===== src/opm_regs.svh =====
/*
 * register offsets, reset values, thresholds and timing of the
 * output fault protection monitor.
 * assumes byte addressing on a 32-bit avalon-mm slave.
 */
`ifndef OPM_REGS_SVH
`define OPM_REGS_SVH

// ----------------------------------------
// register map
// ----------------------------------------
`define OPM_ADDR_CTRL 5'h00
`define OPM_ADDR_STATUS 5'h04
`define OPM_ADDR_MASK 5'h08
`define OPM_ADDR_STATE 5'h0c
`define OPM_ADDR_CLEAR 5'h10
`define OPM_CTRL_RST 15'h002a
`define OPM_EV_RST 7'h00

// ----------------------------------------
// timing
// ----------------------------------------
`define OPM_CLK_HZ 20000000
`define OPM_DLY_NS 6000
`define OPM_RETRY_MS 130

// ----------------------------------------
// thresholds, percent of setpoint or rating, else in mV or degrees C
// ----------------------------------------
`define OPM_PCT_FULL 8'h64
`define OPM_OC_BASE 8'h3c
`define OPM_OC_STEP 8'h0b
`define OPM_OC_MAXSEL 4'ha
`define OPM_OV_BASE 8'h6e
`define OPM_OV_STEP 8'h0a
`define OPM_OV_MAXSEL 2'h2
`define OPM_OV_FLOOR_MV 16'h03e8
`define OPM_UV_BASE 8'h4b
`define OPM_UV_STEP 8'h05
`define OPM_UV_MAXSEL 2'h2
`define OPM_PG_BASE 8'h5a
`define OPM_PG_STEP 8'h05
`define OPM_PG_HI 8'h6e
`define OPM_OT_OFF_C 8'h82
`define OPM_OT_ON_C 8'h78
`define OPM_WARN_C 8'h78
`define OPM_WARN_HYST 8'h03
`define OPM_TRK_MV 16'h00fa

// ----------------------------------------
// filter channels and status bits
// ----------------------------------------
`define OPM_NCH 6
`define OPM_CH_OV 0
`define OPM_CH_UV 1
`define OPM_CH_OT 2
`define OPM_CH_TRK 3
`define OPM_CH_WARN 4
`define OPM_CH_PG 5
`define OPM_NEV 7
`define OPM_ST_OC 0
`define OPM_ST_OV 1
`define OPM_ST_UV 2
`define OPM_ST_OT 3
`define OPM_ST_TRK 4
`define OPM_ST_WARN 5
`define OPM_ST_PG 6

`endif


===== src/opm_pkg.sv =====
/*
 * types of the output fault protection monitor.
 * assumes nothing of its surroundings.
 */
`default_nettype none

package opm_pkg;

	// ----------------------------------------
	// control word, measurements and sequencer states
	// ----------------------------------------
	typedef struct packed {
		logic trk_latch;
		logic trk_en;
		logic [3:0] latch;
		logic pg_sel;
		logic [1:0] uv_sel;
		logic [1:0] ov_sel;
		logic [3:0] oc_sel;
	} opm_ctrl_t;

	typedef struct packed {
		logic [15:0] vout_mv;
		logic [15:0] vset_mv;
		logic [15:0] vref_mv;
		logic [15:0] iout_ma;
		logic [15:0] irated_ma;
		logic [7:0] temp_c;
	} opm_meas_t;

	typedef enum logic [1:0] {
		OPM_RUN,
		OPM_RETRY,
		OPM_LATCH
	} opm_fsm_t;

endpackage

`default_nettype wire


===== src/opm_monitor.sv =====
/*
 * fault protection and power-good logic of a point-of-load converter,
 * with an avalon-mm register slave and a level interrupt.
 * assumes measurements arrive already digitised on i_clk.
 */
`include "opm_regs.svh"
`timescale 1ns/1ps
`default_nettype none

module opm_monitor #(
	parameter int DLY_CYC = (`OPM_DLY_NS * (`OPM_CLK_HZ / 1000000)) / 1000,
	parameter int RETRY_CYC = `OPM_RETRY_MS * (`OPM_CLK_HZ / 1000),
	parameter int DCNT_W = 8,
	parameter int RCNT_W = 22
) (
	input wire logic i_clk,
	input wire logic i_nrst,
	input wire logic [4:0] i_avs_address,
	input wire logic i_avs_read,
	input wire logic i_avs_write,
	input wire logic [31:0] i_avs_writedata,
	input wire logic [3:0] i_avs_byteenable,
	output logic [31:0] o_avs_readdata,
	output logic o_avs_waitrequest,
	input wire opm_pkg::opm_meas_t i_meas,
	input wire logic i_ramping_up,
	output logic o_turn_off,
	output logic o_output_window_good,
	output logic o_irq
);

	// ----------------------------------------
	// helpers
	// ----------------------------------------
	function automatic logic [23:0] pct_of(input logic [15:0] v,
		input logic [7:0] p);
		pct_of = v * p;
	endfunction

	function automatic logic [31:0] be_mask(input logic [3:0] be);
		be_mask = '0;
		for (int i = 0; i < 4; i++) begin
			be_mask[i*8 +: 8] = {8{be[i]}};
		end
	endfunction

	// ----------------------------------------
	// state
	// ----------------------------------------
	opm_pkg::opm_ctrl_t ctrl_r;
	opm_pkg::opm_fsm_t st_r;
	opm_pkg::opm_fsm_t st_nxt;
	logic [`OPM_NEV-1:0] status_r;
	logic [`OPM_NEV-1:0] status_nxt;
	logic [`OPM_NEV-1:0] mask_r;
	logic [`OPM_NEV-1:0] ev;
	logic [`OPM_NCH-1:0] raw;
	logic [`OPM_NCH-1:0] q_r;
	logic [DCNT_W-1:0] dcnt_r [`OPM_NCH];
	logic [RCNT_W-1:0] rcnt_r;
	logic [31:0] rdata_r;
	logic [31:0] rdata_nxt;
	logic wait_r;
	logic off_r;
	logic irq_r;
	logic oc_q_r;
	logic ot_inh_r;
	logic warn_d_r;
	logic pg_d_r;

	// ----------------------------------------
	// thresholds
	// ----------------------------------------
	logic [3:0] oc_sel;
	logic [1:0] ov_sel;
	logic [1:0] uv_sel;
	logic [7:0] oc_pct;
	logic [7:0] ov_pct;
	logic [7:0] uv_pct;
	logic [7:0] pg_lo;
	logic [23:0] v100;
	logic [15:0] trk_diff;
	logic oc_raw;
	logic ov_raw;
	logic uv_raw;
	logic trk_raw;
	logic pg_raw;

	// out-of-range selections clamp to the top step
	assign oc_sel = (ctrl_r.oc_sel > `OPM_OC_MAXSEL) ?
		`OPM_OC_MAXSEL : ctrl_r.oc_sel;
	assign ov_sel = (ctrl_r.ov_sel > `OPM_OV_MAXSEL) ?
		`OPM_OV_MAXSEL : ctrl_r.ov_sel;
	assign uv_sel = (ctrl_r.uv_sel > `OPM_UV_MAXSEL) ?
		`OPM_UV_MAXSEL : ctrl_r.uv_sel;
	assign oc_pct = `OPM_OC_BASE + `OPM_OC_STEP * {4'h0, oc_sel};
	assign ov_pct = `OPM_OV_BASE + `OPM_OV_STEP * {6'h00, ov_sel};
	assign uv_pct = `OPM_UV_BASE + `OPM_UV_STEP * {6'h00, uv_sel};
	assign pg_lo = `OPM_PG_BASE + `OPM_PG_STEP * {7'h00, ctrl_r.pg_sel};
	assign v100 = pct_of(i_meas.vout_mv, `OPM_PCT_FULL);

	assign oc_raw = pct_of(i_meas.iout_ma, `OPM_PCT_FULL) >=
		pct_of(i_meas.irated_ma, oc_pct);
	assign ov_raw = (v100 >= pct_of(i_meas.vset_mv, ov_pct)) &&
		(i_meas.vout_mv >= `OPM_OV_FLOOR_MV);
	// no undervoltage while ramping, the output is still climbing
	assign uv_raw = (v100 < pct_of(i_meas.vset_mv, uv_pct)) &&
		!i_ramping_up;
	assign trk_diff = (i_meas.vout_mv >= i_meas.vref_mv) ?
		i_meas.vout_mv - i_meas.vref_mv : i_meas.vref_mv - i_meas.vout_mv;
	assign trk_raw = ctrl_r.trk_en && i_ramping_up &&
		(trk_diff >= `OPM_TRK_MV);
	assign pg_raw = (v100 >= pct_of(i_meas.vset_mv, pg_lo)) &&
		(v100 <= pct_of(i_meas.vset_mv, `OPM_PG_HI));

	assign raw[`OPM_CH_OV] = ov_raw;
	assign raw[`OPM_CH_UV] = uv_raw;
	assign raw[`OPM_CH_OT] = i_meas.temp_c >= `OPM_OT_OFF_C;
	assign raw[`OPM_CH_TRK] = trk_raw;
	assign raw[`OPM_CH_WARN] = q_r[`OPM_CH_WARN] ?
		(i_meas.temp_c > `OPM_WARN_C - `OPM_WARN_HYST) :
		(i_meas.temp_c >= `OPM_WARN_C);
	assign raw[`OPM_CH_PG] = pg_raw;

	// ----------------------------------------
	// crossing delay filters
	// ----------------------------------------
	// a change must persist the full delay, glitches restart the count
	for (genvar g = 0; g < `OPM_NCH; g++) begin : g_dly
		logic hit;
		assign hit = (raw[g] != q_r[g]) &&
			(dcnt_r[g] == DCNT_W'(DLY_CYC - 1));
		always_ff @(posedge i_clk or negedge i_nrst) begin
			if (!i_nrst) begin
				dcnt_r[g] <= '0;
				q_r[g] <= 1'b0;
			end else begin
				dcnt_r[g] <= (raw[g] == q_r[g] || hit) ? '0 :
					dcnt_r[g] + 1'b1;
				q_r[g] <= hit ? raw[g] : q_r[g];
			end
		end
	end

	// ----------------------------------------
	// fault sequencer
	// ----------------------------------------
	logic [4:0] flt;
	logic [4:0] latch_vec;
	logic trip;
	logic trip_latch;
	logic retry_done;
	logic clr_latch;

	assign flt = {q_r[`OPM_CH_TRK], q_r[`OPM_CH_OT], q_r[`OPM_CH_UV],
		q_r[`OPM_CH_OV], oc_q_r};
	assign latch_vec = {ctrl_r.trk_latch, ctrl_r.latch};
	assign trip = (st_r == opm_pkg::OPM_RUN) && (|flt);
	assign trip_latch = |(flt & latch_vec);
	assign retry_done = rcnt_r == RCNT_W'(RETRY_CYC - 1);

	always_comb begin
		st_nxt = st_r;
		unique case (st_r)
			opm_pkg::OPM_RUN: begin
				if (trip) begin
					st_nxt = trip_latch ? opm_pkg::OPM_LATCH :
						opm_pkg::OPM_RETRY;
				end
			end
			opm_pkg::OPM_RETRY: begin
				if (retry_done && !ot_inh_r) begin
					st_nxt = opm_pkg::OPM_RUN;
				end
			end
			opm_pkg::OPM_LATCH: begin
				if (clr_latch && !ot_inh_r) begin
					st_nxt = opm_pkg::OPM_RUN;
				end
			end
		endcase
	end

	always_ff @(posedge i_clk or negedge i_nrst) begin
		if (!i_nrst) begin
			st_r <= opm_pkg::OPM_RUN;
			off_r <= 1'b0;
			oc_q_r <= 1'b0;
			rcnt_r <= '0;
		end else begin
			st_r <= st_nxt;
			off_r <= st_nxt != opm_pkg::OPM_RUN;
			oc_q_r <= oc_raw;
			rcnt_r <= (st_r != opm_pkg::OPM_RETRY) ? '0 :
				(retry_done ? rcnt_r : rcnt_r + 1'b1);
		end
	end

	// set wins over the cool-down clear
	always_ff @(posedge i_clk or negedge i_nrst) begin
		if (!i_nrst) begin
			ot_inh_r <= 1'b0;
		end else if (trip && flt[`OPM_ST_OT]) begin
			ot_inh_r <= 1'b1;
		end else if (i_meas.temp_c <= `OPM_OT_ON_C) begin
			ot_inh_r <= 1'b0;
		end
	end

	// ----------------------------------------
	// events and interrupt
	// ----------------------------------------
	assign ev[4:0] = trip ? flt : 5'h00;
	assign ev[`OPM_ST_WARN] = q_r[`OPM_CH_WARN] & ~warn_d_r;
	assign ev[`OPM_ST_PG] = q_r[`OPM_CH_PG] ^ pg_d_r;

	// ----------------------------------------
	// avalon-mm slave, one wait cycle per access
	// ----------------------------------------
	logic req;
	logic acc;
	logic [31:0] wmask;
	logic [31:0] ctrl_wr;
	logic [31:0] mask_wr;
	logic wr_ctrl;
	logic wr_mask;
	logic rd_status;
	logic [31:0] state_word;

	assign req = i_avs_read | i_avs_write;
	assign acc = req && !wait_r;
	assign wmask = be_mask(i_avs_byteenable);
	assign ctrl_wr = ({17'h00000, ctrl_r} & ~wmask) |
		(i_avs_writedata & wmask);
	assign mask_wr = ({25'h0000000, mask_r} & ~wmask) |
		(i_avs_writedata & wmask);
	assign wr_ctrl = acc && i_avs_write &&
		i_avs_address == `OPM_ADDR_CTRL;
	assign wr_mask = acc && i_avs_write &&
		i_avs_address == `OPM_ADDR_MASK;
	assign clr_latch = acc && i_avs_write && i_avs_byteenable[0] &&
		i_avs_writedata[0] && i_avs_address == `OPM_ADDR_CLEAR;
	assign rd_status = acc && i_avs_read &&
		i_avs_address == `OPM_ADDR_STATUS;
	assign status_nxt = (rd_status ? status_r & ~rdata_r[`OPM_NEV-1:0] :
		status_r) | ev;
	assign state_word = {26'h0000000, ot_inh_r,
		st_r == opm_pkg::OPM_LATCH, st_r == opm_pkg::OPM_RETRY,
		q_r[`OPM_CH_WARN], q_r[`OPM_CH_PG], off_r};
	assign rdata_nxt =
		(i_avs_address == `OPM_ADDR_CTRL) ? {17'h00000, ctrl_r} :
		(i_avs_address == `OPM_ADDR_STATUS) ? {25'h0000000, status_r} :
		(i_avs_address == `OPM_ADDR_MASK) ? {25'h0000000, mask_r} :
		(i_avs_address == `OPM_ADDR_STATE) ? state_word : 32'h00000000;

	always_ff @(posedge i_clk or negedge i_nrst) begin
		if (!i_nrst) begin
			wait_r <= 1'b1;
			rdata_r <= 32'h00000000;
		end else begin
			wait_r <= !(req && wait_r);
			rdata_r <= (req && wait_r) ? rdata_nxt : rdata_r;
		end
	end

	always_ff @(posedge i_clk or negedge i_nrst) begin
		if (!i_nrst) begin
			ctrl_r <= `OPM_CTRL_RST;
			mask_r <= `OPM_EV_RST;
			status_r <= `OPM_EV_RST;
			irq_r <= 1'b0;
			warn_d_r <= 1'b0;
			pg_d_r <= 1'b0;
		end else begin
			ctrl_r <= wr_ctrl ? ctrl_wr[14:0] : ctrl_r;
			mask_r <= wr_mask ? mask_wr[6:0] : mask_r;
			status_r <= status_nxt;
			irq_r <= |(status_nxt & mask_r);
			warn_d_r <= q_r[`OPM_CH_WARN];
			pg_d_r <= q_r[`OPM_CH_PG];
		end
	end

	// ----------------------------------------
	// outputs
	// ----------------------------------------
	assign o_avs_readdata = rdata_r;
	assign o_avs_waitrequest = wait_r;
	assign o_turn_off = off_r;
	assign o_output_window_good = q_r[`OPM_CH_PG];
	assign o_irq = irq_r;

endmodule // opm_monitor

`default_nettype wire


===== config.mk =====
export PLATFORM = sky130hd
export DESIGN_NAME = opm_monitor
export DESIGN_NICKNAME = d
export VERILOG_FILES = /design/src/opm_pkg.sv /design/src/opm_monitor.sv
export VERILOG_INCLUDE_DIRS = /design/src
export SDC_FILE = /design/constraint.sdc
export NUM_CORES = 2
export LEC_CHECK = 0
export BUFFER_PORTS_ARGS = -buffer_cell sky130_fd_sc_hd__buf_2
export CAP_MARGIN = 20
export CORE_ASPECT_RATIO = 0.75
export CORE_MARGIN = 3
export CORE_UTILIZATION = 43
export DETAILED_ROUTE_END_ITERATION = 10
export PLACE_DENSITY_LB_ADDON = 0.2
export SETUP_SLACK_MARGIN = 0.1
export SLEW_MARGIN = 20
export SYNTH_ARGS = -nofsm -noshare
export SYNTH_HDL_FRONTEND = slang
export SYNTH_SLANG_ARGS = --single-unit

===== constraint.sdc =====
create_clock -name i_clk -period 8.5 [get_ports i_clk]
set_input_delay 1.7 -clock i_clk [delete_from_list [all_inputs] [get_ports i_clk]]
set_output_delay 1.7 -clock i_clk [all_outputs]
set_load 0.01 [all_outputs]

======== Yosys cells after proc, flatten, opt, wreduce, memory -nomap -nowiden ========
Cells that the tools add are included.
storage, ports and cells
  register bits ........................... 146
  input bits .............................. 134
  output and inout port bits .............. 36
  word-level logic and storage cells ...... 180
operators by class
  add/subtract/negate cells ............... 13
  multiply operators ...................... 11
  magnitude comparators ................... 15
  eq/ne operators ......................... 27
  mux-type cells .......................... 26
  bitwise logic cells ..................... 15
  reductions and logical operators ........ 42
operator list
  cell                   number
  $mul 16x8->24          4
  $ge 23x24->1           3
  $add 8x1->8 const B    6
  $eq 8x7->1 const B     6
  $mux 8                 6
  $mux 22                2
  $mul 16x5->21 const B  2
  $sub 16x16->16         2
  $and 15x15->15         2
  $logic_and 1x1->1      25
  $lt 23x24->1           1
  $le 23x23->1           1
  $add 22x1->22 const B  1
  $eq 22x22->1 const B   1
  $mul 16x6->22 const B  1
  $and 7x7->7            3
  $mux 7                 3
  $ge 16x10->1 const B   1
  $ge 16x16->1           1
  $ge 16x8->1 const B    1
  $mux 16                1
  $mux 15                1
  $not 15->15            1
  $or 15x15->15          1
  41 further kinds       73

======== Depth between registers and ports, before layout ========
  depth in word-level cells ............... 11
  gate-level depth with buffers ........... 32
  gate-level depth less buffers ........... 31

======== Worst setup path after synthesis ========
Ideal clock, no wire load.
  path kind ............................... input to register
  start point ............................. in i_meas[57] in the netlist's numbering
  end point ............................... reg dcnt_r[0] in the netlist's numbering
  setup time .............................. 0.141 ns
  arrival time ............................ 7.770 ns
  path slack .............................. 0.589 ns
  stages .................................. 28
  path buffers ............................ 0
  cell sequence ........................... and2_1 > ha_1 > inv_1 > fa_1 > inv_1 > ha_1 > inv_1 > fa_1 > inv_1 > fa_1 > a21o_1 > a21oi_1 > a21oi_1 > o41ai_2 > o22ai_1 > o31a_1 > or2_2 > a31o_2 > o41ai_1 > xor2_1 > ha_1 > a21o_1 > a211oi_1 > nand2_1 > or3_1 > o211ai_1 > xor2_1 > nor3b_1
on the way
  cells in the longest elaborated chain, start to end .. 7
  elaborated cells on any way between the ends .. 10
  those cells by class .................... 2 x mul; 2 x order compare; 2 x eq/ne; 1 x mux; 3 x reduce/logical
RTL lines
  what                                                   line                                    RTL
  from (decl)                                            opm_monitor.sv:25                       input wire opm_pkg::opm_meas_t i_meas,
  $mul 16x8->24 / $mul 16x6->22 (equally long branches)  opm_monitor.sv:37                       pct_of = v * p;
  $ge 23x24->1 / $le 23x23->1 (equally long branches)    opm_monitor.sv:113, opm_monitor.sv:114
  $logic_and 1x1->1 (*)                                  opm_monitor.sv:113                      assign pg_raw = (v100 >= pct_of(i_meas.vset_mv, pg_lo)) &&
  $ne 1x1->1                                             opm_monitor.sv:131                      assign hit = (raw[g] != q_r[g]) &&
  $logic_and 1x1->1                                      opm_monitor.sv:131
  $logic_or 1x1->1 (*)                                   opm_monitor.sv:138                      dcnt_r[g] <= (raw[g] == q_r[g] || hit) ? '0 :
  $mux 8 (*)                                             opm_monitor.sv:138
  to (signal, indexed assignment)                        opm_monitor.sv:138
  to (decl)                                              opm_monitor.sv:59                       logic [DCNT_W-1:0] dcnt_r [`OPM_NCH];
Every way passes the cells marked *; elsewhere a longest branch is shown, timed or not.
A chain may end at the register's enable or synchronous reset.

======== Final worst setup path ========
  start point ............................. in i_meas[59] in the netlist's numbering
  end point ............................... reg dcnt_r[7] in the netlist's numbering
The elaborated chain is that of the path after synthesis.

==> out/results.tsv <==
stage	metric	value	unit
timing	clk_skew	10.8	ps
yosys	count leader, synth	inv_1	
yosys	Yosys top cell by area	ha_1	
timing	post-route setup slack	393	ps
cts	clock-pin slew on the worst setup and hold paths	60	ps
die	die width	304	um
die	die height	229	um
cts	CTS tree	built	
placed_design	GPL Wtd Cong	0.859	
critical_path	CP Class	in2reg	
timing	Slew headroom	0.328	
critical_path	CP peak stage delay	520	ps
layout	layout cells sized above 1	0.115	
yosys	Ys Warns	0	
power_and_ir_drop	PwrDens	370	nW/um^2
yosys	Post-synth top cells	595 x inv_1, 519 x ha_1, 315 x fa_1	
critical_path	worst reg2reg setup slack	540	ps
worst_hold_path	Min-Delay Path Class	reg2reg	
timing	fin. max-slew vios	0	
yosys	Post-synth top flop	dfrtp_1	
layout	post-layout util	0.486	
timing	fin crit period	8110	ps
placed_design	hpwl dp	57.9	mm
grt	first-pass GRT wire length	112	mm
grt	GR Util All Layers	0.195	
layout	nets	4452	
power_and_ir_drop	P_leak	16.7	nW
yosys	synthesized area	28600	sq um
critical_path	slowest CP cell	fa_1	
route	Routed Antenna Nets	0	
power_and_ir_drop	worst IR drop on VDD	0.000630	V
placed_design	Placed Area	30900	sq um
cts	Skew-Pair Late Insertion Delay	420	ps
cts	Sink Count	129	
route	Iter 0 DRT Violations	1352	
timing	Final Hold Viols	0	
layout	Finished Layout Cells	4369	
timing	Fmax achieved	123	MHz
die	Row Count	81	
critical_path	Worst Setup Start Kind	input pin	
die	IO Pins	170	
yosys	Yosys top cell area share	0.227	
timing	Final Setup Violations	0	
layout	Area Overhead vs Synth	11.3	%
cts	Clock Path Buffers	2	
grt	grt total ovfl	0	
cts	TritonCTS Buffers	17	
grt	largest net degree at the start of global routing	81	
timing	RSZ-0062 raised after global routing	false	
die	die area	69600	sq um
route	DR vias/cell	5.02	
yosys	async set-reset flop share out of synthesis	1.00	
power_and_ir_drop	Final Power	11.8	mW
yosys	Post-Syn Instances	3261	
critical_path	critical path data arrival time	8410	ps
grt	number of global-route vias before repair	21000	
route	DRT Wirelength	67.9	mm
yosys	Synth Register Bits	129	
route	total number of vias	21900	
layout	fillcell total	6438	
status	status	finished, final reports clean	
cts	H-tree levels	4	
job	Max-cap violations	0	
yosys	synth unique cells	84	
yosys	post-synthesis sequential area ratio	0.113	
placed_design	Placed Cells	4325	
yosys	top cells by area, synth	ha_1 23%, fa_1 22%, dfrtp_1 11%	
route	DRT Pass-1 Iters	5	
yosys	Post-synth EDFFs	0	
route	Routed wire per std cell	15.5	um
layout	Final Cell Area	31800	sq um
placed_design	Port Buffers	133	
route	DRC viols	0	
yosys	syn avg cell area	8.76	sq um
critical_path	crit end category	flip-flop	
die	Initial Util	0.436	
die	core region area	65500	sq um
critical_path	Crit Path Max Fanout	8	
timing	Slew @ Worst Pin	1000	ps
timing	final period utilization	0.954	
critical_path	Req. time, crit path	8800	ps
placed_design	DP Worst Slack	-302	ps
cts	CTS root buffer	clkbuf_16	
grt	initial antenna violation count	2	
## critical path, delay by kind of cell
kind                       cells  cell delay, ps
buffers and inverters         10            1250
AOI/OAI and AO/OA             10            2150
and+or+nand+nor                5            1000
adders and majority gates      6            1990
xor gates and xnor gates       2             320
## cell families (layout without fill, tap and decap cells)
family,Yosys count,in the layout,share of synthesized area
AO/OA/AOI/OAI,492,492,0.116
other,1,18,0.000131
flip-flops,129,129,0.113
multiplexers,37,37,0.0142
adder cells (fa/ha/maj),834,834,0.448
buffers and inverters,672,892,0.0923
AND/OR/NAND/NOR,911,911,0.160
XOR/XNOR,185,185,0.0567
## report_power, final
| group | internal, mW | leakage, nW | switching, mW |
|---|---|---|---|
| logic | 4.69 | 14.7 | 5.58 |
| registers | 0.697 | 1.67 | 0.0873 |
| clock network | 0.417 | 0.285 | 0.311 |
| total | 5.80 | 16.7 | 5.98 |
## worst paths after layout
| kind | startpoint | cells past startpoint | endpoint |
|---|---|---|---|
| min in group asynchronous | i_nrst | 1 | o_avs_readdata[8]$_DFFE_PN0P_ |
| max in group asynchronous | i_nrst | 2 | o_avs_readdata[10]$_DFFE_PN0P_ |
| worst max register to register | flip-flop | 29 | oc_q_r$_DFF_PN0_ |
| worst min-delay path | dcnt_r[8]$_DFF_PN0_ | 1 | dcnt_r[8]$_DFF_PN0_ |
| worst min register to register | dcnt_r[8]$_DFF_PN0_ | 1 | dcnt_r[8]$_DFF_PN0_ |
| worst max-delay path | i_meas[59] | 33 | dcnt_r[7]$_DFF_PN0_ |
## per-layer routing
metal	wire length, um	GRT usage	vias up
li1	-	-	11100
met5	0	0	-
met3	2500	0.0124	21
met1	38300	0.332	10400
met4	282	0.0164	0
met2	26800	0.274	378
## timing repair
item | in CTS | in global routing
buffers inserted | 0 | 11
endpoints found under the hold margin | 0 | 0
hold buffers | 0 | 0
resized for setup | 0 | 48
endpoints found under the setup margin | 0 | 26
## metrics by stage
step / TNS [ps] / hold WS [ps]
detailed placement: -4660 / 441
CTS: 0 / 456
global placement: -2850 / 435
global route: 0 / 478
floorplan: 0 / 409
finish: 0 / 454
## placed cells by master, fill, tap and decap left out, drive strengths merged, types with 22 or more instances in the layout
cell type	Yosys	final
o21ai	107	107
mux2	26	26
xnor2	105	105
nand4	24	24
and2	173	173
buf	31	262
and3	26	26
nor3	43	43
dfrtp	125	125
fa	315	315
nand2b	36	36
nor2b	32	32
nand3	76	76
a21oi	120	120
or3	22	22
a21o	72	72
nand2	267	267
inv	595	605
xor2	80	80
nor2	157	157
ha	519	519
## layout make-up
cell class,instances,area [sq um],share of cell area
multi-input cells,2476,22900,0.721
flip-flops and latches,129,3230,0.102
inverters,595,2230,0.0702
repair buffers,265,1710,0.0538
well taps,871,1090,0.0343
clock buffers,17,425,0.0134
clock inverters,15,163,0.00511
diodes,1,2.50,0.0000787
Note: power is estimated with default switching activity, not from simulation.
